**src/dpicf_pkg.sv**
```systemverilog
// Package: offsets, field layout, reset values and helpers of the digital PLL input/feedback configuration bank
package dpicf_pkg;
	typedef logic [9:0] dpicf_addr_t;

	// Byte offsets on the serial register port
	localparam dpicf_addr_t OFS_REF_SELECT = 10'h008;
	localparam dpicf_addr_t OFS_PLL_STATE = 10'h00A;
	localparam dpicf_addr_t OFS_CLK_PREDIV = 10'h00B;
	localparam dpicf_addr_t OFS_FB_PREDIV = 10'h00E;
	localparam dpicf_addr_t OFS_CLK_FBDIV = 10'h011;
	localparam dpicf_addr_t OFS_FB_FBDIV = 10'h014;
	localparam dpicf_addr_t OFS_LOOP_BW = 10'h017;
	localparam dpicf_addr_t OFS_DAMP_GAIN = 10'h018;
	localparam dpicf_addr_t OFS_ONES_FIRST = 10'h01F;
	localparam dpicf_addr_t OFS_ONES_LAST = 10'h022;
	localparam dpicf_addr_t OFS_QUICK_ACQ = 10'h023;
	localparam dpicf_addr_t OFS_PHASE_WIN = 10'h024;
	localparam dpicf_addr_t OFS_MOD_INT = 10'h025;
	localparam dpicf_addr_t OFS_MOD_FRAC = 10'h028;
	localparam dpicf_addr_t OFS_FIXED_ONE = 10'h02C;
	localparam dpicf_addr_t OFS_MOD_ORDER = 10'h02F;

	// Field positions inside their bytes
	localparam int REF_SEL_LSB = 5;
	localparam int BW_LOCK_LSB = 4;
	localparam int BW_ACQ_LSB = 0;
	localparam int DAMP_LOCK_LSB = 5;
	localparam int DAMP_ACQ_LSB = 2;
	localparam int GAIN_LSB = 0;
	localparam int ORDER_LSB = 6;
	localparam int OSC_GAIN_LSB = 4;
	localparam int DITHER_LSB = 0;
	localparam int MOD_FRAC_W = 21;
	localparam int MOD_INT_W = 9;

	// Constant read-back patterns of fixed bytes and bits
	localparam logic [4:0] REF_FIXED_LOW = 5'h17;
	localparam logic [7:0] ONES_BYTE = 8'hFF;
	localparam logic [7:0] FIXED_ONE_BYTE = 8'h01;
	localparam logic [7:0] UNMAPPED_BYTE = 8'h00;

	// Field codes
	localparam logic [2:0] REF_AUTO = 3'h0;
	localparam logic [1:0] STATE_AUTO = 2'h0;
	localparam logic [1:0] STATE_FREE_RUNNING_STATE = 2'h1;
	localparam logic [1:0] STATE_NORMAL = 2'h2;

	// Reset values
	localparam logic [2:0] RST_REF_SEL = 3'h0;
	localparam logic [1:0] RST_STATE_CTRL = 2'h0;
	localparam logic [20:0] RST_PREDIV = 21'h000014;
	localparam logic [23:0] RST_FBDIV = 24'h000014;
	localparam logic [3:0] RST_LOCK_BW = 4'h7;
	localparam logic [3:0] RST_ACQ_BW = 4'h7;
	localparam logic [2:0] RST_LOCK_DAMP = 3'h3;
	localparam logic [2:0] RST_ACQ_DAMP = 3'h3;
	localparam logic [1:0] RST_GAIN = 2'h1;
	localparam logic RST_QUICK_ACQ = 1'b1;
	localparam logic [7:0] RST_PHASE_WIN = 8'h3F;
	localparam logic [8:0] RST_MOD_INT = 9'h02C;
	localparam logic [20:0] RST_MOD_FRAC = 21'h181949;
	localparam logic [1:0] RST_MOD_ORDER = 2'h3;
	localparam logic [1:0] RST_OSC_GAIN = 2'h0;
	localparam logic [2:0] RST_DITHER = 3'h0;

	// Address falls in the three-byte group starting at base
	function automatic logic dpicf_hit3(input dpicf_addr_t addr, input dpicf_addr_t base);
		return (addr >= base) && (addr < base + 10'h003);
	endfunction

	// Byte index within a group, lowest address first
	function automatic logic [1:0] dpicf_idx(input dpicf_addr_t addr, input dpicf_addr_t base);
		dpicf_addr_t d;
		d = addr - base;
		return d[1:0];
	endfunction

	// Byte of a 24-bit field, most significant at index 0
	function automatic logic [7:0] dpicf_get(input logic [23:0] v, input logic [1:0] idx);
		case (idx)
			2'h0: return v[23:16];
			2'h1: return v[15:8];
			default: return v[7:0];
		endcase
	endfunction

	// Replace one byte of a 24-bit field, most significant at index 0
	function automatic logic [23:0] dpicf_put(input logic [23:0] v, input logic [1:0] idx, input logic [7:0] b);
		logic [23:0] r;
		r = v;
		case (idx)
			2'h0: r[23:16] = b;
			2'h1: r[15:8] = b;
			default: r[7:0] = b;
		endcase
		return r;
	endfunction
endpackage

```
**src/dpicf_sel_if.sv**
```systemverilog
// Interface: configuration fields to the loop selector and its decoded choices back
`timescale 1ns/1ps
`default_nettype none
interface dpicf_sel_if;
	logic quick_acquire_enable;
	logic phase_locked;
	logic ref_in_use;
	logic [1:0] state_ctrl;
	logic [3:0] locked_bandwidth;
	logic [3:0] acquire_bandwidth;
	logic [2:0] locked_damping;
	logic [2:0] acquire_damping;
	logic [20:0] clk_ref_predivider;
	logic [20:0] fb_ref_predivider;
	logic [23:0] clk_ref_feedback_divider;
	logic [23:0] fb_ref_feedback_divider;
	logic [3:0] active_bandwidth;
	logic [2:0] active_damping;
	logic force_free_running;
	logic force_normal_track;
	logic [20:0] active_predivider;
	logic [23:0] active_feedback_divider;

	// Register bank side
	modport bank (
		output quick_acquire_enable, phase_locked, ref_in_use, state_ctrl,
		output locked_bandwidth, acquire_bandwidth, locked_damping, acquire_damping,
		output clk_ref_predivider, fb_ref_predivider, clk_ref_feedback_divider, fb_ref_feedback_divider,
		input active_bandwidth, active_damping, force_free_running, force_normal_track,
		input active_predivider, active_feedback_divider
	);
	// Selector side
	modport sel (
		input quick_acquire_enable, phase_locked, ref_in_use, state_ctrl,
		input locked_bandwidth, acquire_bandwidth, locked_damping, acquire_damping,
		input clk_ref_predivider, fb_ref_predivider, clk_ref_feedback_divider, fb_ref_feedback_divider,
		output active_bandwidth, active_damping, force_free_running, force_normal_track,
		output active_predivider, active_feedback_divider
	);
endinterface
`default_nettype wire

```
**src/dpicf_regs.sv**
```systemverilog
// Digital PLL input and feedback configuration register bank, byte-wide register port
`timescale 1ns/1ps
`default_nettype none
module dpicf_regs
	import dpicf_pkg::*;
(
	// Clock, reset, enable
	input wire logic clk_sys,
	input wire logic srst,
	input wire logic ce,
	// Register port from the serial interface
	input wire logic [9:0] reg_addr,
	input wire logic reg_wr,
	input wire logic reg_rd,
	input wire logic [7:0] reg_wdata,
	output logic [7:0] reg_rdata,
	output logic reg_rvalid,
	// Status from the PLL datapath
	input wire logic phase_locked,
	input wire logic ref_in_use,
	// Configuration to the PLL datapath
	output logic auto_ref_select,
	output logic force_free_running,
	output logic force_normal_track,
	output logic [3:0] active_bandwidth,
	output logic [2:0] active_damping,
	output logic [1:0] loop_filter_gain,
	output logic [20:0] active_predivider,
	output logic [23:0] active_feedback_divider,
	output logic [7:0] phase_window,
	output logic [29:0] modulator_value,
	output logic [1:0] modulator_order,
	output logic [1:0] oscillator_control_gain,
	output logic [2:0] dither_gain
);
	typedef struct packed {
		logic [2:0] ref_sel;
		logic [1:0] state_ctrl;
		logic [20:0] clk_pre;
		logic [20:0] fb_pre;
		logic [23:0] clk_fbdiv;
		logic [23:0] fb_fbdiv;
		logic [3:0] lock_bw;
		logic [3:0] acq_bw;
		logic [2:0] lock_damp;
		logic [2:0] acq_damp;
		logic [1:0] gain;
		logic quick_acq;
		logic [7:0] phase_win;
		logic [8:0] mod_int;
		logic [20:0] mod_frac;
		logic [1:0] mod_order;
		logic [1:0] osc_gain;
		logic [2:0] dither;
		logic [7:0] rdata;
		logic rvalid;
		logic auto_ref;
		logic force_free;
		logic force_norm;
		logic [3:0] act_bw;
		logic [2:0] act_damp;
		logic [20:0] act_pre;
		logic [23:0] act_fbdiv;
		logic [29:0] mod_value;
	} dpicf_state_s;

	// Reset image; derived outputs match the reset fields
	localparam dpicf_state_s RESET_STATE = '{
		ref_sel: RST_REF_SEL, state_ctrl: RST_STATE_CTRL,
		clk_pre: RST_PREDIV, fb_pre: RST_PREDIV,
		clk_fbdiv: RST_FBDIV, fb_fbdiv: RST_FBDIV,
		lock_bw: RST_LOCK_BW, acq_bw: RST_ACQ_BW,
		lock_damp: RST_LOCK_DAMP, acq_damp: RST_ACQ_DAMP,
		gain: RST_GAIN, quick_acq: RST_QUICK_ACQ, phase_win: RST_PHASE_WIN,
		mod_int: RST_MOD_INT, mod_frac: RST_MOD_FRAC,
		mod_order: RST_MOD_ORDER, osc_gain: RST_OSC_GAIN, dither: RST_DITHER,
		rdata: UNMAPPED_BYTE, rvalid: 1'b0,
		auto_ref: 1'b1, force_free: 1'b0, force_norm: 1'b0,
		act_bw: RST_ACQ_BW, act_damp: RST_ACQ_DAMP,
		act_pre: RST_PREDIV, act_fbdiv: RST_FBDIV,
		mod_value: {RST_MOD_INT, RST_MOD_FRAC}
	};

	dpicf_state_s st_reg;
	dpicf_state_s st_next;
	dpicf_sel_if sif ();

	// Selector works on the next field values so outputs settle with the fields
	dpicf_loop_sel u_sel (
		.sif(sif.sel)
	);

	// Feed the selector
	assign sif.quick_acquire_enable = st_next.quick_acq;
	assign sif.phase_locked = phase_locked;
	assign sif.ref_in_use = ref_in_use;
	assign sif.state_ctrl = st_next.state_ctrl;
	assign sif.locked_bandwidth = st_next.lock_bw;
	assign sif.acquire_bandwidth = st_next.acq_bw;
	assign sif.locked_damping = st_next.lock_damp;
	assign sif.acquire_damping = st_next.acq_damp;
	assign sif.clk_ref_predivider = st_next.clk_pre;
	assign sif.fb_ref_predivider = st_next.fb_pre;
	assign sif.clk_ref_feedback_divider = st_next.clk_fbdiv;
	assign sif.fb_ref_feedback_divider = st_next.fb_fbdiv;

	// Next state: writes, read data, derived outputs
	always_comb begin
		logic [23:0] t;
		logic [7:0] rd;
		t = 24'h000000;
		rd = UNMAPPED_BYTE;
		st_next = st_reg;
		// Writes land byte by byte; reserved bit positions are simply not stored
		if (reg_wr) begin
			if (reg_addr == OFS_REF_SELECT) begin
				st_next.ref_sel = reg_wdata[REF_SEL_LSB +: 3];
			end
			if (reg_addr == OFS_PLL_STATE) begin
				st_next.state_ctrl = reg_wdata[1:0];
			end
			if (dpicf_hit3(reg_addr, OFS_CLK_PREDIV)) begin
				t = dpicf_put({3'h0, st_reg.clk_pre}, dpicf_idx(reg_addr, OFS_CLK_PREDIV), reg_wdata);
				st_next.clk_pre = t[20:0];
			end
			if (dpicf_hit3(reg_addr, OFS_FB_PREDIV)) begin
				t = dpicf_put({3'h0, st_reg.fb_pre}, dpicf_idx(reg_addr, OFS_FB_PREDIV), reg_wdata);
				st_next.fb_pre = t[20:0];
			end
			if (dpicf_hit3(reg_addr, OFS_CLK_FBDIV)) begin
				st_next.clk_fbdiv = dpicf_put(st_reg.clk_fbdiv, dpicf_idx(reg_addr, OFS_CLK_FBDIV), reg_wdata);
			end
			if (dpicf_hit3(reg_addr, OFS_FB_FBDIV)) begin
				st_next.fb_fbdiv = dpicf_put(st_reg.fb_fbdiv, dpicf_idx(reg_addr, OFS_FB_FBDIV), reg_wdata);
			end
			if (reg_addr == OFS_LOOP_BW) begin
				st_next.lock_bw = reg_wdata[BW_LOCK_LSB +: 4];
				st_next.acq_bw = reg_wdata[BW_ACQ_LSB +: 4];
			end
			if (reg_addr == OFS_DAMP_GAIN) begin
				st_next.lock_damp = reg_wdata[DAMP_LOCK_LSB +: 3];
				st_next.acq_damp = reg_wdata[DAMP_ACQ_LSB +: 3];
				st_next.gain = reg_wdata[GAIN_LSB +: 2];
			end
			if (reg_addr == OFS_QUICK_ACQ) begin
				st_next.quick_acq = reg_wdata[0];
			end
			// Zero is stored as written; the loop must never be given it (phase_window passes it on unchanged)
			if (reg_addr == OFS_PHASE_WIN) begin
				st_next.phase_win = reg_wdata;
			end
			// Integer is split 1 + 8 bits, high part first
			if (reg_addr == OFS_MOD_INT) begin
				st_next.mod_int[8] = reg_wdata[0];
			end
			if (reg_addr == OFS_MOD_INT + 10'h001) begin
				st_next.mod_int[7:0] = reg_wdata;
			end
			if (dpicf_hit3(reg_addr, OFS_MOD_FRAC)) begin
				t = dpicf_put({3'h0, st_reg.mod_frac}, dpicf_idx(reg_addr, OFS_MOD_FRAC), reg_wdata);
				st_next.mod_frac = t[20:0];
			end
			if (reg_addr == OFS_MOD_ORDER) begin
				st_next.mod_order = reg_wdata[ORDER_LSB +: 2];
				st_next.osc_gain = reg_wdata[OSC_GAIN_LSB +: 2];
				st_next.dither = reg_wdata[DITHER_LSB +: 3];
			end
		end
		// Read mux on current contents; reserved bits read as zero
		if (reg_addr == OFS_REF_SELECT) begin
			rd = {st_reg.ref_sel, REF_FIXED_LOW};
		end else if (reg_addr == OFS_PLL_STATE) begin
			rd = {6'h00, st_reg.state_ctrl};
		end else if (dpicf_hit3(reg_addr, OFS_CLK_PREDIV)) begin
			rd = dpicf_get({3'h0, st_reg.clk_pre}, dpicf_idx(reg_addr, OFS_CLK_PREDIV));
		end else if (dpicf_hit3(reg_addr, OFS_FB_PREDIV)) begin
			rd = dpicf_get({3'h0, st_reg.fb_pre}, dpicf_idx(reg_addr, OFS_FB_PREDIV));
		end else if (dpicf_hit3(reg_addr, OFS_CLK_FBDIV)) begin
			rd = dpicf_get(st_reg.clk_fbdiv, dpicf_idx(reg_addr, OFS_CLK_FBDIV));
		end else if (dpicf_hit3(reg_addr, OFS_FB_FBDIV)) begin
			rd = dpicf_get(st_reg.fb_fbdiv, dpicf_idx(reg_addr, OFS_FB_FBDIV));
		end else if (reg_addr == OFS_LOOP_BW) begin
			rd = {st_reg.lock_bw, st_reg.acq_bw};
		end else if (reg_addr == OFS_DAMP_GAIN) begin
			rd = {st_reg.lock_damp, st_reg.acq_damp, st_reg.gain};
		end else if (reg_addr >= OFS_ONES_FIRST && reg_addr <= OFS_ONES_LAST) begin
			rd = ONES_BYTE;
		end else if (reg_addr == OFS_QUICK_ACQ) begin
			rd = {7'h00, st_reg.quick_acq};
		end else if (reg_addr == OFS_PHASE_WIN) begin
			rd = st_reg.phase_win;
		end else if (reg_addr == OFS_MOD_INT) begin
			rd = {7'h00, st_reg.mod_int[8]};
		end else if (reg_addr == OFS_MOD_INT + 10'h001) begin
			rd = st_reg.mod_int[7:0];
		end else if (dpicf_hit3(reg_addr, OFS_MOD_FRAC)) begin
			rd = dpicf_get({3'h0, st_reg.mod_frac}, dpicf_idx(reg_addr, OFS_MOD_FRAC));
		end else if (reg_addr == OFS_FIXED_ONE) begin
			rd = FIXED_ONE_BYTE;
		end else if (reg_addr == OFS_MOD_ORDER) begin
			rd = {st_reg.mod_order, st_reg.osc_gain, 1'b0, st_reg.dither};
		end
		// Read data is held until the next read
		if (reg_rd) begin
			st_next.rdata = rd;
		end
		st_next.rvalid = reg_rd;
		// Derived outputs, registered alongside the fields
		st_next.auto_ref = (st_next.ref_sel == REF_AUTO);
		st_next.force_free = sif.force_free_running;
		st_next.force_norm = sif.force_normal_track;
		st_next.act_bw = sif.active_bandwidth;
		st_next.act_damp = sif.active_damping;
		st_next.act_pre = sif.active_predivider;
		st_next.act_fbdiv = sif.active_feedback_divider;
		st_next.mod_value = {st_next.mod_int, st_next.mod_frac};
	end

	// Single state register; reset wins over the clock enable
	always_ff @(posedge clk_sys) begin
		if (srst) begin
			st_reg <= RESET_STATE;
		end else if (ce) begin
			st_reg <= st_next;
		end
	end

	// Outputs straight from the state register
	assign reg_rdata = st_reg.rdata;
	assign reg_rvalid = st_reg.rvalid;
	assign auto_ref_select = st_reg.auto_ref;
	assign force_free_running = st_reg.force_free;
	assign force_normal_track = st_reg.force_norm;
	assign active_bandwidth = st_reg.act_bw;
	assign active_damping = st_reg.act_damp;
	assign loop_filter_gain = st_reg.gain;
	assign active_predivider = st_reg.act_pre;
	assign active_feedback_divider = st_reg.act_fbdiv;
	assign phase_window = st_reg.phase_win;
	assign modulator_value = st_reg.mod_value;
	assign modulator_order = st_reg.mod_order;
	assign oscillator_control_gain = st_reg.osc_gain;
	assign dither_gain = st_reg.dither;
endmodule
`default_nettype wire

```
**src/dpicf_loop_sel.sv**
```systemverilog
// Loop selector: picks loop settings and dividers, decodes the state override
`timescale 1ns/1ps
`default_nettype none
module dpicf_loop_sel
	import dpicf_pkg::*;
(
	// Fields in, choices out
	dpicf_sel_if.sel sif
);
	// Purely combinational; the bank registers every result
	always_comb begin
		// Acquire settings only while quick acquire is on and phase lock is missing
		if (sif.quick_acquire_enable && !sif.phase_locked) begin
			sif.active_bandwidth = sif.acquire_bandwidth;
			sif.active_damping = sif.acquire_damping;
		end else begin
			sif.active_bandwidth = sif.locked_bandwidth;
			sif.active_damping = sif.locked_damping;
		end
		// Reference 1 is the feedback input, reference 0 the clock input
		if (sif.ref_in_use) begin
			sif.active_predivider = sif.fb_ref_predivider;
			sif.active_feedback_divider = sif.fb_ref_feedback_divider;
		end else begin
			sif.active_predivider = sif.clk_ref_predivider;
			sif.active_feedback_divider = sif.clk_ref_feedback_divider;
		end
		// Reserved code 11 falls back to automatic running
		sif.force_free_running = (sif.state_ctrl == STATE_FREE_RUNNING_STATE);
		sif.force_normal_track = (sif.state_ctrl == STATE_NORMAL);
	end
endmodule
`default_nettype wire

```
**config.mk**
```make
export PLATFORM = sky130hd
export DESIGN_NAME = dpicf_regs
export DESIGN_NICKNAME = d
export VERILOG_FILES = /design/src/dpicf_pkg.sv /design/src/dpicf_sel_if.sv /design/src/dpicf_regs.sv /design/src/dpicf_loop_sel.sv
export SDC_FILE = /design/constraint.sdc
export NUM_CORES = 1
export LEC_CHECK = 0
export ABC_AREA = 1
export BUFFER_PORTS_ARGS = -buffer_cell sky130_fd_sc_hd__buf_2
export CAP_MARGIN = 20
export CORE_MARGIN = 4
export CORE_UTILIZATION = 59
export CTS_BUF_LIST = sky130_fd_sc_hd__clkbuf_4 sky130_fd_sc_hd__clkbuf_8 sky130_fd_sc_hd__clkbuf_16
export DETAILED_ROUTE_END_ITERATION = 10
export PLACE_DENSITY = 0.8
export SETUP_SLACK_MARGIN = 0.4
export SLEW_MARGIN = 20
export SYNTH_ARGS = -nofsm -noshare
export SYNTH_HDL_FRONTEND = slang
export SYNTH_SLANG_ARGS = --single-unit
```
**constraint.sdc**
```tcl
create_clock -name clk_sys -period 3 [get_ports clk_sys]
set_clock_uncertainty 0.05 [all_clocks]
set_input_delay 0.6 -clock clk_sys [delete_from_list [all_inputs] [get_ports clk_sys]]
set_output_delay 0.6 -clock clk_sys [all_outputs]
set_load 0.01 [all_outputs]
```
==> run_results.csv, run 1 <==
group,metric,value,unit
worst_setup_path,required,3.36,ns
pwr,pwr-share-seq,0.442,
worst_setup_path,path_delay_family,"simple AND/OR/NAND/NOR gates",
clock_network,insertion_delay,0.53,ns
worst_setup_path,crit_cells,19,
placed_design,dpl.cell_count,2045,
global_routing,grt_pass1_vias,10900,
die,die_area,23100,µm²
timing,slew_headroom,0.420,
global_routing,grt_pass1_wl,60300,µm
clock_network,cts_max_path_buffers,3,
pwr,p_leak,6.27,nW
logic_synthesis,ys_types,40,
die,dieHeight,152,µm
timing,rsz0062_at_grt,"yes",
route,dr_total_vias,12100,
pwr,p_sw,1.92,mW
route,drt-initial-drc-count,1337,
route,drc_errors,0,
timing,period_needed,2.49,ns
clock_network,cts-root-buf,"clkbuf_16",
logic_synthesis,syn_area_per_cell,6.73,µm²
logic_synthesis,synth_seq_cells,221,
clock_network,cts_tree,"built",
logic_synthesis,syn_inst,1813,
logic_synthesis,synth_nets,1845,
finish,antenna_cells,0,
finish,nNetsFinal,1834,
worst_setup_path,worstSetupStartpointType,"input pin",
pwr,combinationalPowerShare,0.124,
worst_setup_path,path_cells,"buf_2 > inv_1 > ha_1 > inv_2 > buf_4 > nand2_2 > o21ai_0 > a21oi_1 > a21oi_1 > nand2_1 > nand3_1 > nand2_1 > nand3_1 > nand2_1 > nand3_1 > nand2_1 > nand2_1 > nand2_1 > a21oi_1",
placed_design,gp_congestion,0.987,
worst_setup_path,worst_path_max_delay_cell,"ha_1",
clock_network,cts_buffers,25,
worst_setup_path,setup.worst_path.class,"input pin to flip-flop",
die,rows,52,
global_routing,grt.total_usage,0.318,
worst_setup_path,r2r_slack,1.18,ns
worst_setup_path,crit_path_end_kind,"flip-flop",
finish,final_util,0.650,
pwr,vdd_drop_max,0.000456,V
outcome,status,"finished clean",
run,cap_viol_max_count,0,
route,wire_per_inst,18.4,µm
pwr,powerDensity,544,nW/µm²
worst_setup_path,timing.critical_path.from,"reg_addr[1]",
hold_path,hold_path_depth,2,
global_routing,grt_max_degree,92,
die,start_util,0.601,
clock_network,cts_sinks,221,
finish,area_growth,8.06,%
finish,largest_register_ff_count,139,
logic_synthesis,ys_top_cells_by_area,"dfxtp_1 (36%), nand2_1 (13%), a21oi_1 (8.5%)",
worst_setup_path,r2r_end,"reg_rdata[2]$_SDFFE_PP0P_",
route,dr.pass1.iters,8,
route,ant_nets,0,
global_routing,gr-total-overflow,0,
pwr,intPower,5.26,mW
timing,hold_slack,0.353,ns
placed_design,placement.io_buffers,135,
global_routing,antenna_found_initial,0,
die,ios,136,
logic_synthesis,synth_top_area_frac,0.362,
logic_synthesis,synth_seq_area_share,0.362,
finish,regArea,4420,µm²
logic_synthesis,yosys.area.top_type,"dfxtp_1",
clock_network,cts_setup_buffers,0,
worst_setup_path,worstSetupEndpoint,"reg_rdata[2]$_SDFFE_PP0P_",
hold_path,hold_path.class,"input pin to flip-flop",
pwr,p_sw_frac,0.267,
timing,worst_pin_slew,0.869,ns
timing,clock.fmax,402,MHz
timing,hold_viol_final,0,
worst_setup_path,crit_path_max_incr_delay,0.26,ns
worst_setup_path,rr_startpoint,"st_reg[111]$_SDFFE_PP0P_",
worst_setup_path,cp_max_fo,14,
die,die_width,152,µm
finish,final_cells,2087,
timing,maxSlewViolCount,0,
pwr,pwr-share-clk,0.434,
logic_synthesis,netlist_area,12200,µm²
finish,n_fill_cell,1854,
timing,finalSetupViolCount,0,
route,vias_per_cell,5.80,
die,coreArea,20300,µm²
logic_synthesis,yosys_warnings,0,
clock_network,htreeDepth,1,
placed_design,pre_cts_slack,-0.0482,ns
placed_design,dp_hpwl,27500,µm
timing,post-route-period-util,0.830,
clock_network,path_clk_slew,0.06,ns
finish,drive_gt1_frac,0.147,
worst_setup_path,crit_buf_inv,4,
worst_setup_path,cp_common_cell,"nand2_1",
timing,finalWorstSetupSlack,0.511,ns
worst_setup_path,arrival,2.85,ns
worst_setup_path,ff2ff_path_depth,14,
route,drt_wl_total,38500,µm
finish,multiInputGateArea,5740,µm²
-- through the flow --
step	TNS (ns)	total power, mW	instance area (µm²)
floorplan	0	3.83	12200
global placement	-0.0178	4.08	12400
detailed placement	-0.0736	4.10	12400
CTS	0	7.17	13200
global route	0	7.43	13200
finish	0	7.18	13200
-- cell type report --
class / count / share of cell area
clock buffers: 35 / 0.0541
flip-flops and latches: 221 / 0.335
inverters: 202 / 0.0576
clock inverters: 7 / 0.00863
repair buffers: 186 / 0.0835
well taps: 270 / 0.0256
multi-input cells: 1166 / 0.435
-- cells in the final DEF, fill, tap and decap left out, types with 11 or more instances in the layout --
| cell type | count |
|---|---|
| nand2_1 | 405 |
| dfxtp_1 | 221 |
| a21oi_1 | 208 |
| o21ai_0 | 196 |
| inv_1 | 193 |
| buf_2 | 133 |
| nor2_1 | 97 |
| o211ai_1 | 85 |
| nand3_1 | 51 |
| buf_4 | 50 |
| clkbuf_16 | 25 |
| o21ai_1 | 24 |
| o22ai_1 | 12 |
| nand4_1 | 11 |
-- power groups by stage --
stage | combinational [mW] | sequential (mW) | clock [mW]
4_1_cts | 0.875 | 3.17 | 3.13
5_1_grt | 0.979 | 3.18 | 3.27
2_1_floorplan | 0.631 | 3.20 | 0
6_report | 0.887 | 3.17 | 3.12
3_5_place_dp | 0.869 | 3.23 | 0
3_3_place_gp | 0.852 | 3.23 | 0
-- cells by family (layout without fill, tap and decap cells) --
kind of cell,count (synthesis),count (layout),synth area share
flops,221,221,0.362
simple gates,594,594,0.201
mux,6,6,0.00492
compound gates,559,559,0.256
fa+ha+maj,7,7,0.00717
buf+inv,426,430,0.168
-- layer usage --
layer  wire [µm]  GRT usage  up-vias
met4        1990      0.144        0
met5           0          0        -
li1            -          -     5841
met3        3320     0.0438      117
met2       17500      0.506      624
met1       15700      0.431     5519
-- Yosys cell counts (all sizes together) --
cell and number:
a211oi 2, a21oi 211, a22o 2, a22oi 7, a311oi 1, a31oi 6, and2 2, buf 134
clkbuf 90, dfxtp 221, ha 7, inv 202, mux2i 6, nand2 409, nand3 60, nand4 11
nor2 105, nor3 1, nor3b 1, o211ai 85, o21a 1, o21ai 220, o221ai 8, o22ai 12
o311ai 1, o31ai 2, o41ai 1, or2 5
-- repair_timing --
item	CTS	global route
hold buffers	0	0
endpoints found under the setup margin	0	6
gates resized for setup	0	3
-- worst min-delay path by stage --
stage / to / start
3_3_place_gp: active_damping[1]$_SDFFE_PP1P_ / active_damping[1]$_SDFFE_PP1P_
3_5_place_dp: active_damping[0]$_SDFFE_PP1P_ / active_damping[0]$_SDFFE_PP1P_
6_report: st_reg[197]$_SDFFE_PP0P_ / ce
5_1_grt: st_reg[197]$_SDFFE_PP0P_ / ce
2_1_floorplan: st_reg[117]$_SDFFE_PP0P_ / st_reg[117]$_SDFFE_PP0P_
4_1_cts: st_reg[197]$_SDFFE_PP0P_ / ce
-- worst reg2reg max path, stage by stage, from the launching register on --
cell and delay, ns:
dfxtp_1 0.32, inv_1 0.05, o21ai_0 0.28, a21oi_1 0.09, a21oi_1 0.13, nand2_1 0.10
nand3_1 0.11, nand2_1 0.09, nand3_1 0.09, nand2_1 0.07, nand3_1 0.07, nand2_1 0.07
nand2_1 0.06, nand2_1 0.05, a21oi_1 0.13
Power figures use the tool's default switching activity.
==> run 2: changes to the inputs <==
Clock period 3 ns to 2.3 ns, I/O delays scaled along.
==> run 2 against run 1 <==
Wire length up 5.1%. Sequential power up 31%. Sequential share of layout area down 3.4 points. Combinational power up 56%. Highest routed layer unchanged.
==> run_results.csv, run 2 (synthesis gave the netlist of run 1 again) <==
group,metric,value,unit
die,dieHeight,152,µm
pwr,p_leak,6.93,nW
worst_setup_path,setup.worst_path.class,"input pin to flip-flop",
placed_design,gp_congestion,0.985,
timing,finalWorstSetupSlack,0.353,ns
die,rows,52,
clock_network,cts_sinks,221,
finish,largest_register_ff_count,139,
worst_setup_path,r2r_slack,0.48,ns
finish,n_fill_cell,1676,
timing,post-route-period-util,0.847,
placed_design,placed_area,13200,µm²
placed_design,pre_cts_slack,-0.266,ns
clock_network,path_clk_slew,0.06,ns
hold_path,holdPathEnd,"reg_rvalid$_SDFFE_PP0P_",
timing,rsz0062_at_grt,"yes",
global_routing,grt.total_usage,0.323,
clock_network,cts-root-buf,"clkbuf_16",
worst_setup_path,worst_path_max_delay_cell,"o211ai_1",
die,start_util,0.601,
worst_setup_path,rr_startpoint,"st_reg[111]$_SDFFE_PP0P_",
timing,finalSetupViolCount,0,
route,drt-initial-drc-count,1349,
die,coreArea,20300,µm²
timing,worst_pin_slew,0.779,ns
timing,slew_headroom,0.480,
timing,period_needed,1.95,ns
finish,antenna_cells,0,
worst_setup_path,path_cells,"buf_8 > nor2_4 > nand2_4 > nor2_2 > o21ai_2 > a21oi_4 > nand3_1 > buf_6 > nand2_1 > o21ai_0 > buf_4 > o211ai_1 > a21oi_1",
route,dr.pass1.iters,5,
pwr,vdd_drop_max,0.000614,V
timing,clock.fmax,513,MHz
route,drc_errors,0,
hold_path,hold_path.class,"input pin to flip-flop",
route,drt_wl_total,40400,µm
clock_network,cts_max_path_buffers,3,
finish,final_util,0.723,
worst_setup_path,path_delay_family,"compound AO/OA/AOI/OAI gates",
pwr,totalPowerFinal,9.27,mW
timing,maxSlewViolCount,0,
global_routing,grt_pass1_wl,61700,µm
route,vias_per_cell,5.83,
route,wire_per_inst,18.5,µm
worst_setup_path,r2r_end,"reg_rdata[2]$_SDFFE_PP0P_",
route,dr_total_vias,12800,
run,cap_viol_max_count,0,
hold_path,hold_path_depth,3,
worst_setup_path,cp_max_fo,7,
finish,drive_gt1_frac,0.247,
placed_design,placement.io_buffers,135,
global_routing,antenna_found_initial,0,
timing,hold_viol_final,0,
clock_network,insertion_delay,0.53,ns
worst_setup_path,worstSetupStartpointType,"input pin",
clock_network,cts_tree,"built",
global_routing,gr-total-overflow,0,
global_routing,grt_pass1_vias,11800,
outcome,status,"finished clean",
die,ios,136,
timing,fin_tns_setup,0,ns
pwr,powerDensity,631,nW/µm²
die,die_area,23100,µm²
worst_setup_path,arrival,2.29,ns
finish,area_growth,20.3,%
placed_design,dp_hpwl,28200,µm
hold_path,hold_path_startpoint,"reg_rd",
die,die_width,152,µm
worst_setup_path,required,2.65,ns
worst_setup_path,crit_buf_inv,3,
clock_network,htreeDepth,1,
worst_setup_path,crit_path_end_kind,"flip-flop",
worst_setup_path,crit_path_max_incr_delay,0.26,ns
route,ant_nets,0,
global_routing,grt_max_degree,112,
worst_setup_path,ff2ff_path_depth,14,
clock_network,cts_buffers,25,
finish,final_cell_mix,"nand2_1 (390), dfxtp_1 (221), inv_1 (186)",
finish,final_area,14700,µm²
finish,nNetsFinal,1934,
finish,final_common_cell,"nand2_1",
==> run 2: metal layers <==
layer / track usage / up-vias / part of all wire
met4: 0.135 / 0 / 0.045
met2: 0.531 / 632 / 0.47
met1: 0.425 / 5936 / 0.40
met3: 0.0503 / 128 / 0.087
li1: - / 6058 / -
met5: 0 / - / 0
==> run 2: area by class of cell <==
cell class              instances  area [µm²]  area share
multi-input cells            1168        6330       0.431
clock inverters                 7        41.3     0.00281
repair buffers                284        2050       0.140
clock buffers                  34         718      0.0489
inverters                     202         774      0.0527
well taps                     270         338      0.0230
flip-flops and latches        221        4420       0.301
==> run 2: per-stage QoR <==
step / std cells / hold WS [ns]
6_report: 2186 / 0.238
5_1_grt: 2186 / 0.257
4_1_cts: 2175 / 0.215
3_5_place_dp: 2128 / 0.399
3_3_place_gp: 2128 / 0.390
2_1_floorplan: 1813 / 0.385
==> run 2: report_power, final <==
group | total (mW) | switching [mW] | internal (mW)
clock | 3.75 | 1.58 | 2.17
combinational | 1.38 | 0.880 | 0.504
sequential | 4.14 | 0.127 | 4.01
==> run 2: worst register-to-register path: cells and delay by family (launching register included) <==
family / cells / cell delay [ns]
AO/OA/AOI/OAI: 4 / 0.60
buffers and inverters: 1 / 0.07
flip-flops: 1 / 0.32
AND/OR/NAND/NOR: 9 / 0.70
==> run 2: what timing repair did <==
action | CTS | global route
endpoints found under the setup margin | 9 | 81
hold buffers | 0 | 0
buffers inserted | 6 | 9
resized for setup | 4 | 153
cloned | 0 | 2
pin swaps | 3 | 55
==> run 2: how the worst max path moves through the flow <==
stage	slack, ns	start	cells after the start	to
final	0.35	reg_addr[7]	13	active_predivider[10]$_SDFFE_PP0P_
after global routing	0.26	reg_addr[4]	13	active_predivider[10]$_SDFFE_PP0P_
after CTS	0.41	reg_addr[1]	18	reg_rdata[6]$_SDFFE_PP0P_
after detailed placement	-0.27	reg_addr[0]	13	active_feedback_divider[20]$_SDFFE_PP0P_
after global placement	-0.21	reg_addr[0]	13	active_feedback_divider[20]$_SDFFE_PP0P_
after floorplan	0.26	reg_addr[8]	13	active_predivider[14]$_SDFFE_PP0P_
